## config.mk

```make
export PLATFORM = sky130hd
export DESIGN_NAME = exec_core
export DESIGN_NICKNAME = d
export VERILOG_FILES = /design/src/logic/exec_pkg.sv /design/src/logic/alu_if.sv /design/src/logic/rotate_unit.sv /design/src/logic/subtract_unit.sv /design/src/logic/exec_core.sv
export VERILOG_INCLUDE_DIRS = /design/src /design/src/logic
export SDC_FILE = /design/constraint.sdc
export NUM_CORES = 1
export LEC_CHECK = 0
export BUFFER_PORTS_ARGS = -buffer_cell sky130_fd_sc_hd__buf_4
export CAP_MARGIN = 5
export CORE_MARGIN = 4
export CORE_UTILIZATION = 55
export DETAILED_ROUTE_END_ITERATION = 8
export GPL_TIMING_DRIVEN = 0
export PLACE_DENSITY_LB_ADDON = 0.3
export SLEW_MARGIN = 20
export SYNTH_ARGS = -nofsm -noshare
export SYNTH_HDL_FRONTEND = slang
export SYNTH_HIERARCHICAL = 1
export SYNTH_SLANG_ARGS = --single-unit
```

## constraint.sdc

```tcl
create_clock -name clk -period 4.41 [get_ports clk]
set_input_delay 0 -clock clk [delete_from_list [all_inputs] [get_ports clk]]
set_output_delay 0 -clock clk [all_outputs]
set_load 0.005 [all_outputs]
```

## src/logic/exec_cfg.svh

```systemverilog
// Purpose: constants for the return, rotate, subtract and sleep execution block
// Assumes: 8-bit data path, 7-bit file register address, 15-bit program counter
// Notes: reset values and field positions live here; the package holds the types
`ifndef EXEC_CFG_SVH
`define EXEC_CFG_SVH

`define DATA_W 8
`define DATA_MSB 7
`define NIB_MSB 3
`define FADDR_W 7
`define PC_W 15
`define DEST_ACCUM 1'b0
`define DEST_FILE 1'b1
`define ACCUM_RST 8'h00
`define FLAG_RST 1'b0
`define PD_RST 1'b1
`define TO_RST 1'b1

`endif

```

## src/logic/exec_pkg.sv

```systemverilog
// Purpose: types shared by the execution block
// Assumes: decode has already mapped instruction words onto op_t
// Notes: no codes given; members take values from 0 upward in listed order
package exec_pkg;
	// instructions this block executes
	typedef enum logic [2:0] {
		op_return_with_literal,
		op_rotate_left_through_carry,
		op_rotate_right_through_carry,
		op_subtract_from_literal,
		op_subtract_register,
		op_sleep
	} op_t;

	// sequencing of multi-cycle and terminal instructions
	typedef enum logic [1:0] {
		st_run,
		st_return_second,
		st_asleep
	} state_t;
endpackage : exec_pkg

```

## src/logic/alu_if.sv

```systemverilog
// Purpose: operand and result bundle between the core and its arithmetic units
// Assumes: purely combinational units on the far side
// Notes: the core drives operands, the units drive results
`timescale 1ns/1ps
`include "exec_cfg.svh"
interface alu_if;
	logic [`DATA_W-1:0] operand_a;
	logic [`DATA_W-1:0] operand_b;
	logic carry_in;
	logic rotate_left;
	logic [`DATA_W-1:0] rot_result;
	logic rot_carry;
	logic [`DATA_W-1:0] sub_result;
	logic sub_carry;
	logic sub_digit_carry;
	logic sub_zero;

	modport core (output operand_a, operand_b, carry_in, rotate_left,
		input rot_result, rot_carry, sub_result, sub_carry, sub_digit_carry, sub_zero);
	modport rot (input operand_a, carry_in, rotate_left, output rot_result, rot_carry);
	modport sub (input operand_a, operand_b, output sub_result, sub_carry, sub_digit_carry, sub_zero);
endinterface : alu_if

```

## src/logic/rotate_unit.sv

```systemverilog
// Purpose: one-bit rotate through carry, either direction
// Assumes: operand_a is the file register value
// Notes: combinational
`timescale 1ns/1ps
`include "exec_cfg.svh"
module rotate_unit (
	alu_if.rot alu
);
	// carry enters the vacated end, the bit shifted out becomes carry
	always_comb begin
		if (alu.rotate_left) begin
			alu.rot_result = {alu.operand_a[`DATA_MSB-1:0], alu.carry_in};
			alu.rot_carry = alu.operand_a[`DATA_MSB];
		end else begin
			alu.rot_result = {alu.carry_in, alu.operand_a[`DATA_MSB:1]};
			alu.rot_carry = alu.operand_a[0];
		end
	end
endmodule : rotate_unit

```

## src/logic/subtract_unit.sv

```systemverilog
// Purpose: operand_a minus operand_b with borrow-style flags
// Assumes: operand_b is always the accumulator
// Notes: carry is the inverse of borrow, so equal operands give carry 1
`timescale 1ns/1ps
`include "exec_cfg.svh"
module subtract_unit (
	alu_if.sub alu
);
	logic [`DATA_W:0] wide_diff;

	// extra bit of the difference is the borrow out
	always_comb begin
		wide_diff = {1'b0, alu.operand_a} - {1'b0, alu.operand_b};
		alu.sub_result = wide_diff[`DATA_W-1:0];
		alu.sub_carry = ~wide_diff[`DATA_W];
		alu.sub_digit_carry = (alu.operand_b[`NIB_MSB:0] <= alu.operand_a[`NIB_MSB:0]);
		alu.sub_zero = (wide_diff[`DATA_W-1:0] == '0);
	end
endmodule : subtract_unit

```

## src/logic/exec_core.sv

```systemverilog
// Purpose: executes return-with-literal, rotates, subtracts and sleep
// Assumes: file_operand is the addressed register's value, valid with instr_valid
// Notes: the return stack, fetch, decode and the watchdog itself sit outside
`timescale 1ns/1ps
`include "exec_cfg.svh"
module exec_core (
	input wire logic clk,
	input wire logic rst,
	input wire logic instr_valid,
	input wire exec_pkg::op_t opcode,
	input wire logic [`DATA_W-1:0] literal,
	input wire logic [`FADDR_W-1:0] file_addr,
	input wire logic dest_sel,
	input wire logic [`DATA_W-1:0] file_operand,
	input wire logic [`PC_W-1:0] top_of_return_stack,
	output logic instr_ready_ff,
	output logic [`DATA_W-1:0] accum_ff,
	output logic carry_flag_ff,
	output logic digit_carry_flag_ff,
	output logic zero_flag_ff,
	output logic power_down_flag_ff,
	output logic time_out_flag_ff,
	output logic file_we_ff,
	output logic [`FADDR_W-1:0] file_waddr_ff,
	output logic [`DATA_W-1:0] file_wdata_ff,
	output logic pc_load_ff,
	output logic [`PC_W-1:0] pc_value_ff,
	output logic watchdog_clear_ff,
	output logic prescaler_clear_ff,
	output logic osc_stop_ff
);
	import exec_pkg::*;

	state_t state_ff;
	state_t nxt_state;
	logic nxt_instr_ready;
	logic [`DATA_W-1:0] nxt_accum;
	logic nxt_carry;
	logic nxt_digit_carry;
	logic nxt_zero;
	logic nxt_power_down;
	logic nxt_time_out;
	logic nxt_file_we;
	logic [`FADDR_W-1:0] nxt_file_waddr;
	logic [`DATA_W-1:0] nxt_file_wdata;
	logic nxt_pc_load;
	logic [`PC_W-1:0] nxt_pc_value;
	logic nxt_watchdog_clear;
	logic nxt_prescaler_clear;
	logic nxt_osc_stop;
	logic take;
	logic [`DATA_W-1:0] result;
	logic [`DATA_W-1:0] minuend;

	alu_if alu ();

	// instruction accepted only while running and idle
	assign take = instr_valid & instr_ready_ff;

	// literal subtract uses k, register subtract uses the file value
	assign minuend = (opcode == op_subtract_from_literal) ? literal : file_operand;
	assign alu.operand_a = (opcode == op_subtract_from_literal || opcode == op_subtract_register) ? minuend : file_operand;
	assign alu.operand_b = accum_ff;
	assign alu.carry_in = carry_flag_ff;
	assign alu.rotate_left = (opcode == op_rotate_left_through_carry);

	rotate_unit u_rot (
		.alu(alu.rot)
	);

	subtract_unit u_sub (
		.alu(alu.sub)
	);

	// next values for sequencing, accumulator, flags and side outputs
	always_comb begin
		nxt_state = state_ff;
		nxt_accum = accum_ff;
		nxt_carry = carry_flag_ff;
		nxt_digit_carry = digit_carry_flag_ff;
		nxt_zero = zero_flag_ff;
		nxt_power_down = power_down_flag_ff;
		nxt_time_out = time_out_flag_ff;
		nxt_file_we = 1'b0;
		nxt_file_waddr = file_waddr_ff;
		nxt_file_wdata = file_wdata_ff;
		nxt_pc_load = 1'b0;
		nxt_pc_value = pc_value_ff;
		nxt_watchdog_clear = 1'b0;
		nxt_prescaler_clear = 1'b0;
		nxt_osc_stop = osc_stop_ff;
		result = alu.sub_result;
		unique case (state_ff)
			st_run: begin
				if (take) begin
					unique case (opcode)
						op_return_with_literal: begin
							nxt_accum = literal;
							nxt_pc_load = 1'b1;
							nxt_pc_value = top_of_return_stack;
							nxt_state = st_return_second;
						end
						op_rotate_left_through_carry, op_rotate_right_through_carry: begin
							result = alu.rot_result;
							nxt_carry = alu.rot_carry;
						end
						op_subtract_from_literal, op_subtract_register: begin
							result = alu.sub_result;
							nxt_carry = alu.sub_carry;
							nxt_digit_carry = alu.sub_digit_carry;
							nxt_zero = alu.sub_zero;
						end
						op_sleep: begin
							nxt_power_down = 1'b0;
							nxt_time_out = 1'b1;
							nxt_watchdog_clear = 1'b1;
							nxt_prescaler_clear = 1'b1;
							nxt_osc_stop = 1'b1;
							nxt_state = st_asleep;
						end
					endcase
					// literal subtract always lands in the accumulator
					if (opcode == op_subtract_from_literal) begin
						nxt_accum = result;
					end else if (opcode != op_return_with_literal && opcode != op_sleep) begin
						if (dest_sel == `DEST_FILE) begin
							nxt_file_we = 1'b1;
							nxt_file_waddr = file_addr;
							nxt_file_wdata = result;
						end else begin
							nxt_accum = result;
						end
					end
				end
			end
			// second cycle of the return: pipeline refill, nothing taken
			st_return_second: begin
				nxt_state = st_run;
			end
			// only reset leaves sleep; no wake source is modelled here
			st_asleep: begin
				nxt_state = st_asleep;
			end
		endcase
		nxt_instr_ready = (nxt_state == st_run);
	end

	// register stage only
	always_ff @(posedge clk) begin
		if (rst) begin
			state_ff <= st_run;
			instr_ready_ff <= 1'b0;
			accum_ff <= `ACCUM_RST;
			carry_flag_ff <= `FLAG_RST;
			digit_carry_flag_ff <= `FLAG_RST;
			zero_flag_ff <= `FLAG_RST;
			power_down_flag_ff <= `PD_RST;
			time_out_flag_ff <= `TO_RST;
			file_we_ff <= 1'b0;
			file_waddr_ff <= '0;
			file_wdata_ff <= '0;
			pc_load_ff <= 1'b0;
			pc_value_ff <= '0;
			watchdog_clear_ff <= 1'b0;
			prescaler_clear_ff <= 1'b0;
			osc_stop_ff <= 1'b0;
		end else begin
			state_ff <= nxt_state;
			instr_ready_ff <= nxt_instr_ready;
			accum_ff <= nxt_accum;
			carry_flag_ff <= nxt_carry;
			digit_carry_flag_ff <= nxt_digit_carry;
			zero_flag_ff <= nxt_zero;
			power_down_flag_ff <= nxt_power_down;
			time_out_flag_ff <= nxt_time_out;
			file_we_ff <= nxt_file_we;
			file_waddr_ff <= nxt_file_waddr;
			file_wdata_ff <= nxt_file_wdata;
			pc_load_ff <= nxt_pc_load;
			pc_value_ff <= nxt_pc_value;
			watchdog_clear_ff <= nxt_watchdog_clear;
			prescaler_clear_ff <= nxt_prescaler_clear;
			osc_stop_ff <= nxt_osc_stop;
		end
	end
endmodule : exec_core

```

==> results by group, run 1 <==
Routing
  – Detailed-route via count: 2826
  – Detailed router's first-iteration violation count: 117
  – # DRC: 0
  – Pre-antenna DRT Iters: 4
  – Detail Route Antenna Nets: 0
  – Drt wl/cell: 16.6 um
  – Routed WL: 8530 um
  – Vias per cell: 5.51

Timing
  – Final setup margin: 1.16 ns
  – Min Clock Period, post-route: 3.25 ns
  – Setup_tns: 0 ns
  – Fmax: 308 MHz
  – RSZ-0062 raised after global routing: no
  – Fin. max-slew vios: 0
  – Max_slew headroom: 0.667
  – Hold Vio Cnt, Final: 0
  – Setup Skew: 0.0173 ns
  – Worst slew pin tran: 0.500 ns
  – Final Setup Violations: 0
  – Tcrit/Tclk final: 0.737

Outcome
  – Run status: finished, final reports clean

CTS
  – Root Driver: clkbuf_8
  – H-tree depth: 2
  – Clock transition at the registers of the reported paths: 0.10 ns
  – CTS tree: done
  – CTS Buffer Depth: 2
  – Post-CTS Resized: 0
  – Clock Sinks: 49
  – CTS buffer count: 5
  – Clk_lat worst skew: 0.31 ns

Global route
  – Global-route usage over all layers: 0.270
  – Gr ovfl total: 0
  – Vias in the first global route: 2855
  – Largest net degree at the start of global routing: 19
  – Initial antenna violation count: 0
  – Global-route wire length before repair: 13500 um

Synthesis
  – Async SR Flop Fraction: 0
  – EDFF count, synth: 0
  – Seq/Total Area, Yosys: 0.340
  – Synth top area share: 0.340
  – Post-synth top flop: dfxtp_1
  – Cell Area, Synth: 2890 sq um
  – Syn Inst Count: 320
  – Synth warn: 6
  – Synth top area cells: dfxtp_1 34%, mux2i_1 6.6%, ha_1 6.5%
  – Flop and latch count out of synthesis: 49
  – Commonest cells post-synth: 49 x dfxtp_1, 32 x nand2_1, 31 x a21oi_1
  – Biggest area consumer among synthesized cells: dfxtp_1
  – Syn_area_per_cell: 9.02 sq um
  – Synth unique cells: 54
  – Count leader, synth: dfxtp_1
  – Syn nets: 381

Critical path
  – Crit. End Element: flop
  – Critical Path Start Type: input port
  – Setup CP Type: input port to flop
  – Critical R2R Launch: accum_ff[0]$_SDFFE_PP0N_
  – Worst-path fanout max: 10
  – CP arrival: 3.42 ns
  – Critical Path Source: opcode[2]
  – Worst EP required: 4.59 ns

Floorplan
  – Row Count: 26
  – Die Y: 80.4 um
  – DIE AREA: 6470 sq um
  – Ports: 94
  – CORE AREA: 5110 sq um
  – Initial core utilization: 0.565
  – Chip width: 80.4 um

Layout
  – Area grow syn2layout: 38.3%
  – Layout fillers: 334
  – Final-stage net count: 503
  – Area taken by flip-flops and latches: 981 sq um
  – Fraction of layout cells with a size suffix above 1: 0.330
  – Multi-input logic area: 1680 sq um
  – Diodes inserted: 0

Placement
  – Placer Congestion: 0.899
  – Hpwl dp: 6000 um
  – I/O Buffers: 92
  – Worst slack, placed: 0.892 ns

Run
  – Max cap viols: 0

Min path
  – Hold Path Class: input port to flop
  – Hold wc startpoint: opcode[0]

Power and ir drop
  – Total power: 1070 uW
  – Lkg Pwr: 0.00173 uW
  – Ratio of total power to cell area: 268 nW/um^2
  – Max IR drop VDD: 0.207 mV
## repair_timing
item,in CTS,in global routing
buffers inserted,0,0
endpoints found under the hold margin,23,0
hold buffers,23,0
## worst max-delay path: stages
cell and delay (ns):
buf_4 0.13, buf_2 0.17, nand3b_2 0.40, mux2_2 0.42, inv_1 0.10, ha_1 0.15
inv_1 0.05, fa_1 0.44, and3_4 0.20, o21ai_0 0.29, a21oi_1 0.14, o21ai_0 0.20
nand2b_1 0.09, or4b_1 0.46, o21ai_0 0.09, a211oi_1 0.09
## worst paths after layout
kind | cells past startpoint | end | slack, ns
worst min-delay path | 3 | prescaler_clear_ff$_SDFF_PP0_ | 0.06
worst max register to register | 11 | carry_flag_ff$_SDFFE_PP0P_ | 1.61
worst max-delay path | 16 | carry_flag_ff$_SDFFE_PP0P_ | 1.16
worst min register to register | 2 | pc_value_ff[2]$_SDFFE_PP0P_ | 0.47
## sequential cells by signal, summed over array words and instances (netlist names), 2 cells and up
signal and flops:
file_waddr_ff 7, state_ff 2, file_wdata_ff 8, accum_ff 8
pc_value_ff 15
## cell type report
type / count / area share
Tap cell: 70 / 0.0219
Timing Repair Buffer: 115 / 0.231
Multi-Input combinational cell: 226 / 0.421
Sequential cell: 49 / 0.246
Clock inverter: 3 / 0.00721
Buffer: 19 / 0.0320
Clock buffer: 5 / 0.0172
Inverter: 26 / 0.0244
## power breakdown
group          internal [uW]  leakage, uW  total, uW  switching (uW)
Sequential               459     0.000398        473            13.6
Combinational            151      0.00128        306             155
Clock                    119    0.0000506        292             173
## per-stage QoR
step                      utilization  hold slack (ns)  instances  instance area [sq um]
after global placement          0.718            0.232        482                   3660
after detailed placement        0.718            0.244        482                   3660
after global routing            0.782           0.0670        513                   3990
after floorplan                     -            0.104        320                   2890
final                           0.782           0.0642        513                   3990
after CTS                       0.782           0.0641        513                   3990
## placed cells by master, fill, tap and decap left out, drive strengths merged, types with 3 or more instances in the layout
cell type      n
a211oi         3
a21o           4
a21oi         32
a221oi         8
and2           4
buf          106
clkbuf        10
dfxtp         49
dlygate4sd3   23
ha            15
inv           28
mux2          17
mux2i         19
nand2         32
nand2b         7
nand3b         3
nor2          16
nor2b          4
nor3           4
nor4           3
o21ai         26
xor2           3
## logic make-up (layout without fill, tap and decap cells)
group	after synthesis	after routing	synth area share
buffers and inverters	45	168	0.0780
xor gates and xnor gates	5	5	0.0152
other	1	1	0.00130
DFF	49	49	0.340
adders and majority gates	16	16	0.0720
muxes	36	36	0.144
AOI/OAI and AO/OA	79	79	0.183
and+or+nand+nor	89	89	0.167
## per-layer routing
layer,GRT usage,share of wire
met1,0.297,0.38
met2,0.506,0.53
met3,0.0471,0.055
met4,0.111,0.033
met5,0,0
Note: power is estimated with default switching activity, not from simulation.
==> inputs of run 2 (changes only) <==
--- a/config.mk
+++ b/config.mk
@@ -9,7 +9,7 @@
 export BUFFER_PORTS_ARGS = -buffer_cell sky130_fd_sc_hd__buf_4
 export CAP_MARGIN = 5
 export CORE_MARGIN = 4
-export CORE_UTILIZATION = 55
+export CORE_UTILIZATION = 51
 export DETAILED_ROUTE_END_ITERATION = 8
 export GPL_TIMING_DRIVEN = 0
 export PLACE_DENSITY_LB_ADDON = 0.3
==> constraint.sdc (replaced) <==
create_clock -name clk -period 3.34 [get_ports clk]
set_input_delay 0 -clock clk [delete_from_list [all_inputs] [get_ports clk]]
set_output_delay 0 -clock clk [all_outputs]
set_load 0.005 [all_outputs]
==> run 2 against run 1 <==
  * Global-route usage shrank 4.3 points
  * Register-to-register slack lost 1.1 ns
  * Total power grew 32%
  * Non-clock buffer count is the same
  * Final cell count grew 0.39%
  * Flip-flop and latch count is the same
  * Sequential share of layout area shrank 0.069 points
  * Die area grew 7.0%
  * Worst setup slack lost 0.86 ns
  * Worst hold slack lost 0.0070 ns
  * Count of clock-buffer cells in the layout is the same
  * Core utilization shrank 5.5 points
  * Critical path type unchanged
  * Critical endpoint unchanged
  * Largest cell class unchanged
==> results by group, run 2 (same netlist as run 1, synthesis figures left out) <==
Min path
  – Hold Path Class: input port to flop (unchanged)
  – Hold Crit Depth: 3 (unchanged)

Critical path
  – Worst EP required: 3.52 ns (was 4.59 ns)
  – Worst-path fanout max: 10 (unchanged)
  – Crit. End Element: flop (unchanged)
  – Reg2Reg Depth: 11 (unchanged)
  – Critical Path Start Type: input port (unchanged)
  – Setup CP Type: input port to flop (unchanged)
  – CP arrival: 3.21 ns (was 3.42 ns)
  – Setup slack, reg-to-reg: 0.56 ns (was 1.61 ns)

Global route
  – Largest net degree at the start of global routing: 19 (unchanged)
  – Global-route usage over all layers: 0.227 (was 0.270)
  – Global-route wire length before repair: 13000 um (was 13500 um)
  – Initial antenna violation count: 0 (unchanged)
  – Gr ovfl total: 0 (unchanged)
  – Vias in the first global route: 2784 (was 2855)

CTS
  – Post-CTS Setup Inserts: 0 (unchanged)
  – Clk_lat worst skew: 0.31 ns (about the same)
  – CTS Buffer Depth: 2 (unchanged)
  – CTS buffer count: 5 (unchanged)
  – Clock Sinks: 49 (unchanged)
  – CTS tree: done (unchanged)
  – Root Driver: clkbuf_8 (unchanged)
  – Clock transition at the registers of the reported paths: 0.10 ns (about the same)
  – H-tree depth: 2 (unchanged)

Layout
  – Fraction of layout cells with a size suffix above 1: 0.330 (unchanged)
  – Leading cell type in the layout, fill and taps excluded: buf_4 (unchanged)
  – Most frequent cells in the layout: 94 x buf_4, 49 x dfxtp_1, 32 x nand2_1, 31 x a21oi_1, 26 x inv_1 (unchanged)
  – Final Util: 0.727 (was 0.782)
  – Most flops, register: pc_value_ff (unchanged)
  – Diodes inserted: 0 (unchanged)
  – Final-stage net count: 503 (unchanged)
  – Largest regs: pc_value_ff (15), accum_ff (8), file_wdata_ff (8) (unchanged)
  – Area grow syn2layout: 38.7% (was 38.3%)
  – Largest register FFs: 15 (unchanged)
  – Layout fillers: 399 (was 334)

Routing
  – Pre-antenna DRT Iters: 4 (unchanged)
  – Detailed-route via count: 2751 (was 2826)
  – Drt wl/cell: 15.7 um (was 16.6 um)
  – # DRC: 0 (unchanged)
  – Routed WL: 8100 um (was 8530 um)
  – Vias per cell: 5.34 (was 5.51)
  – Detailed router's first-iteration violation count: 80 (was 117)
  – Detail Route Antenna Nets: 0 (unchanged)

Timing
  – RSZ-0062 raised after global routing: no (unchanged)
  – Fin. max-slew vios: 0 (unchanged)
  – Hold Slack: 0.0572 ns (was 0.0642 ns)
  – Setup Skew: 0.0118 ns (was 0.0173 ns)
  – Hold Vio Cnt, Final: 0 (unchanged)
  – Final Setup Violations: 0 (unchanged)
  – Min Clock Period, post-route: 3.04 ns
  – Fmax: 329 MHz
  – Tcrit/Tclk final: 0.910

Floorplan
  – CORE AREA: 5510 sq um (was 5110 sq um)
  – Ports: 94 (unchanged)
  – Chip width: 83.2 um (was 80.4 um)
  – DIE AREA: 6930 sq um (was 6470 sq um)
  – Die Y: 83.2 um (was 80.4 um)
  – Row Count: 27 (was 26)
  – Initial core utilization: 0.524 (was 0.565)

Power and ir drop
  – Power Internal: 963 uW (was 729 uW)
  – Logic pwr share: 0.286 (about the same)
  – Ratio of total power to cell area: 352 nW/um^2 (was 268 nW/um^2)
  – Total power: 1410 uW (was 1070 uW)
  – Switch Pwr: 446 uW (was 342 uW)
  – Lkg Pwr: 0.00174 uW (was 0.00173 uW)
  – Max IR drop VDD: 0.308 mV (was 0.207 mV)
  – Register share of total power: 0.443 (was 0.441)
  – Sw Ratio: 0.317 (was 0.319)
  – Clk pwr share: 0.272 (was 0.273)

Placement
  – I/O Buffers: 92 (unchanged)
  – Placer Congestion: 0.852 (was 0.899)
  – Hpwl dp: 5840 um (was 6000 um)

Outcome
  – Run status: finished, final reports clean (unchanged)

Run
  – Max cap viols: 0 (unchanged)
## run 2: path summary, 6_finish.rpt
kind	start	endpoint
max reg2reg	accum_ff[0]$_SDFFE_PP0N_	carry_flag_ff$_SDFFE_PP0P_
max	opcode[2]	carry_flag_ff$_SDFFE_PP0P_
min reg2reg	pc_value_ff[3]$_SDFFE_PP0P_	pc_value_ff[3]$_SDFFE_PP0P_
min	opcode[2]	prescaler_clear_ff$_SDFF_PP0_
## run 2: final cells by class
type                       instances  area (sq um)  area share
timing repair buffer             115           921       0.230
multi-input combinational        226          1690       0.422
tap                               72          90.1      0.0225
clock inverter                     3          28.8     0.00719
buffer                            19           128      0.0319
sequential                        49           981       0.245
inverter                          26          97.6      0.0244
clock buffer                       5          68.8      0.0172
## run 2: through the flow
stage / setup TNS [ns] / instance area (sq um) / std cells / worst slack, ns
detailed placement: -0.137 / 3670 / 484 / -0.134
CTS: 0 / 4000 / 515 / 0.175
global placement: -0.0808 / 3670 / 484 / -0.0808
global route: 0 / 4000 / 515 / 0.0902
finish: 0 / 4000 / 515 / 0.301
floorplan: 0 / 2890 / 320 / 0.462
## run 2: what timing repair did
action                                 in CTS  in global routing
setup endpoints to repair                   0                  1
resized for setup                           0                  1
hold buffers                               23                  0
endpoints found under the hold margin      23                  0
## run 2: critical path: stages
cell	delay, ns
buf_4	0.11
buf_2	0.19
nand3b_4	0.24
mux2_2	0.41
inv_1	0.10
ha_1	0.15
inv_1	0.05
fa_1	0.43
and3_4	0.19
o21ai_0	0.30
a21oi_1	0.13
o21ai_0	0.17
nand2b_1	0.10
or4b_1	0.46
o21ai_0	0.09
a211oi_1	0.10
## run 2: per-layer routing
layer,track usage,wire length (um),vias up
li1,-,-,1351
met1,0.253,3230,1297
met2,0.408,4160,85
met3,0.0665,530,18
met4,0.0802,173,0
met5,0,0,-
## run 2: power by group through the flow
stage | clock network (uW) | registers [uW] | logic [uW]
after floorplan | 0 | 635 | 237
after global placement | 0 | 636 | 363
after detailed placement | 0 | 637 | 372
after CTS | 388 | 624 | 395
after global routing | 408 | 627 | 437
final | 383 | 624 | 403
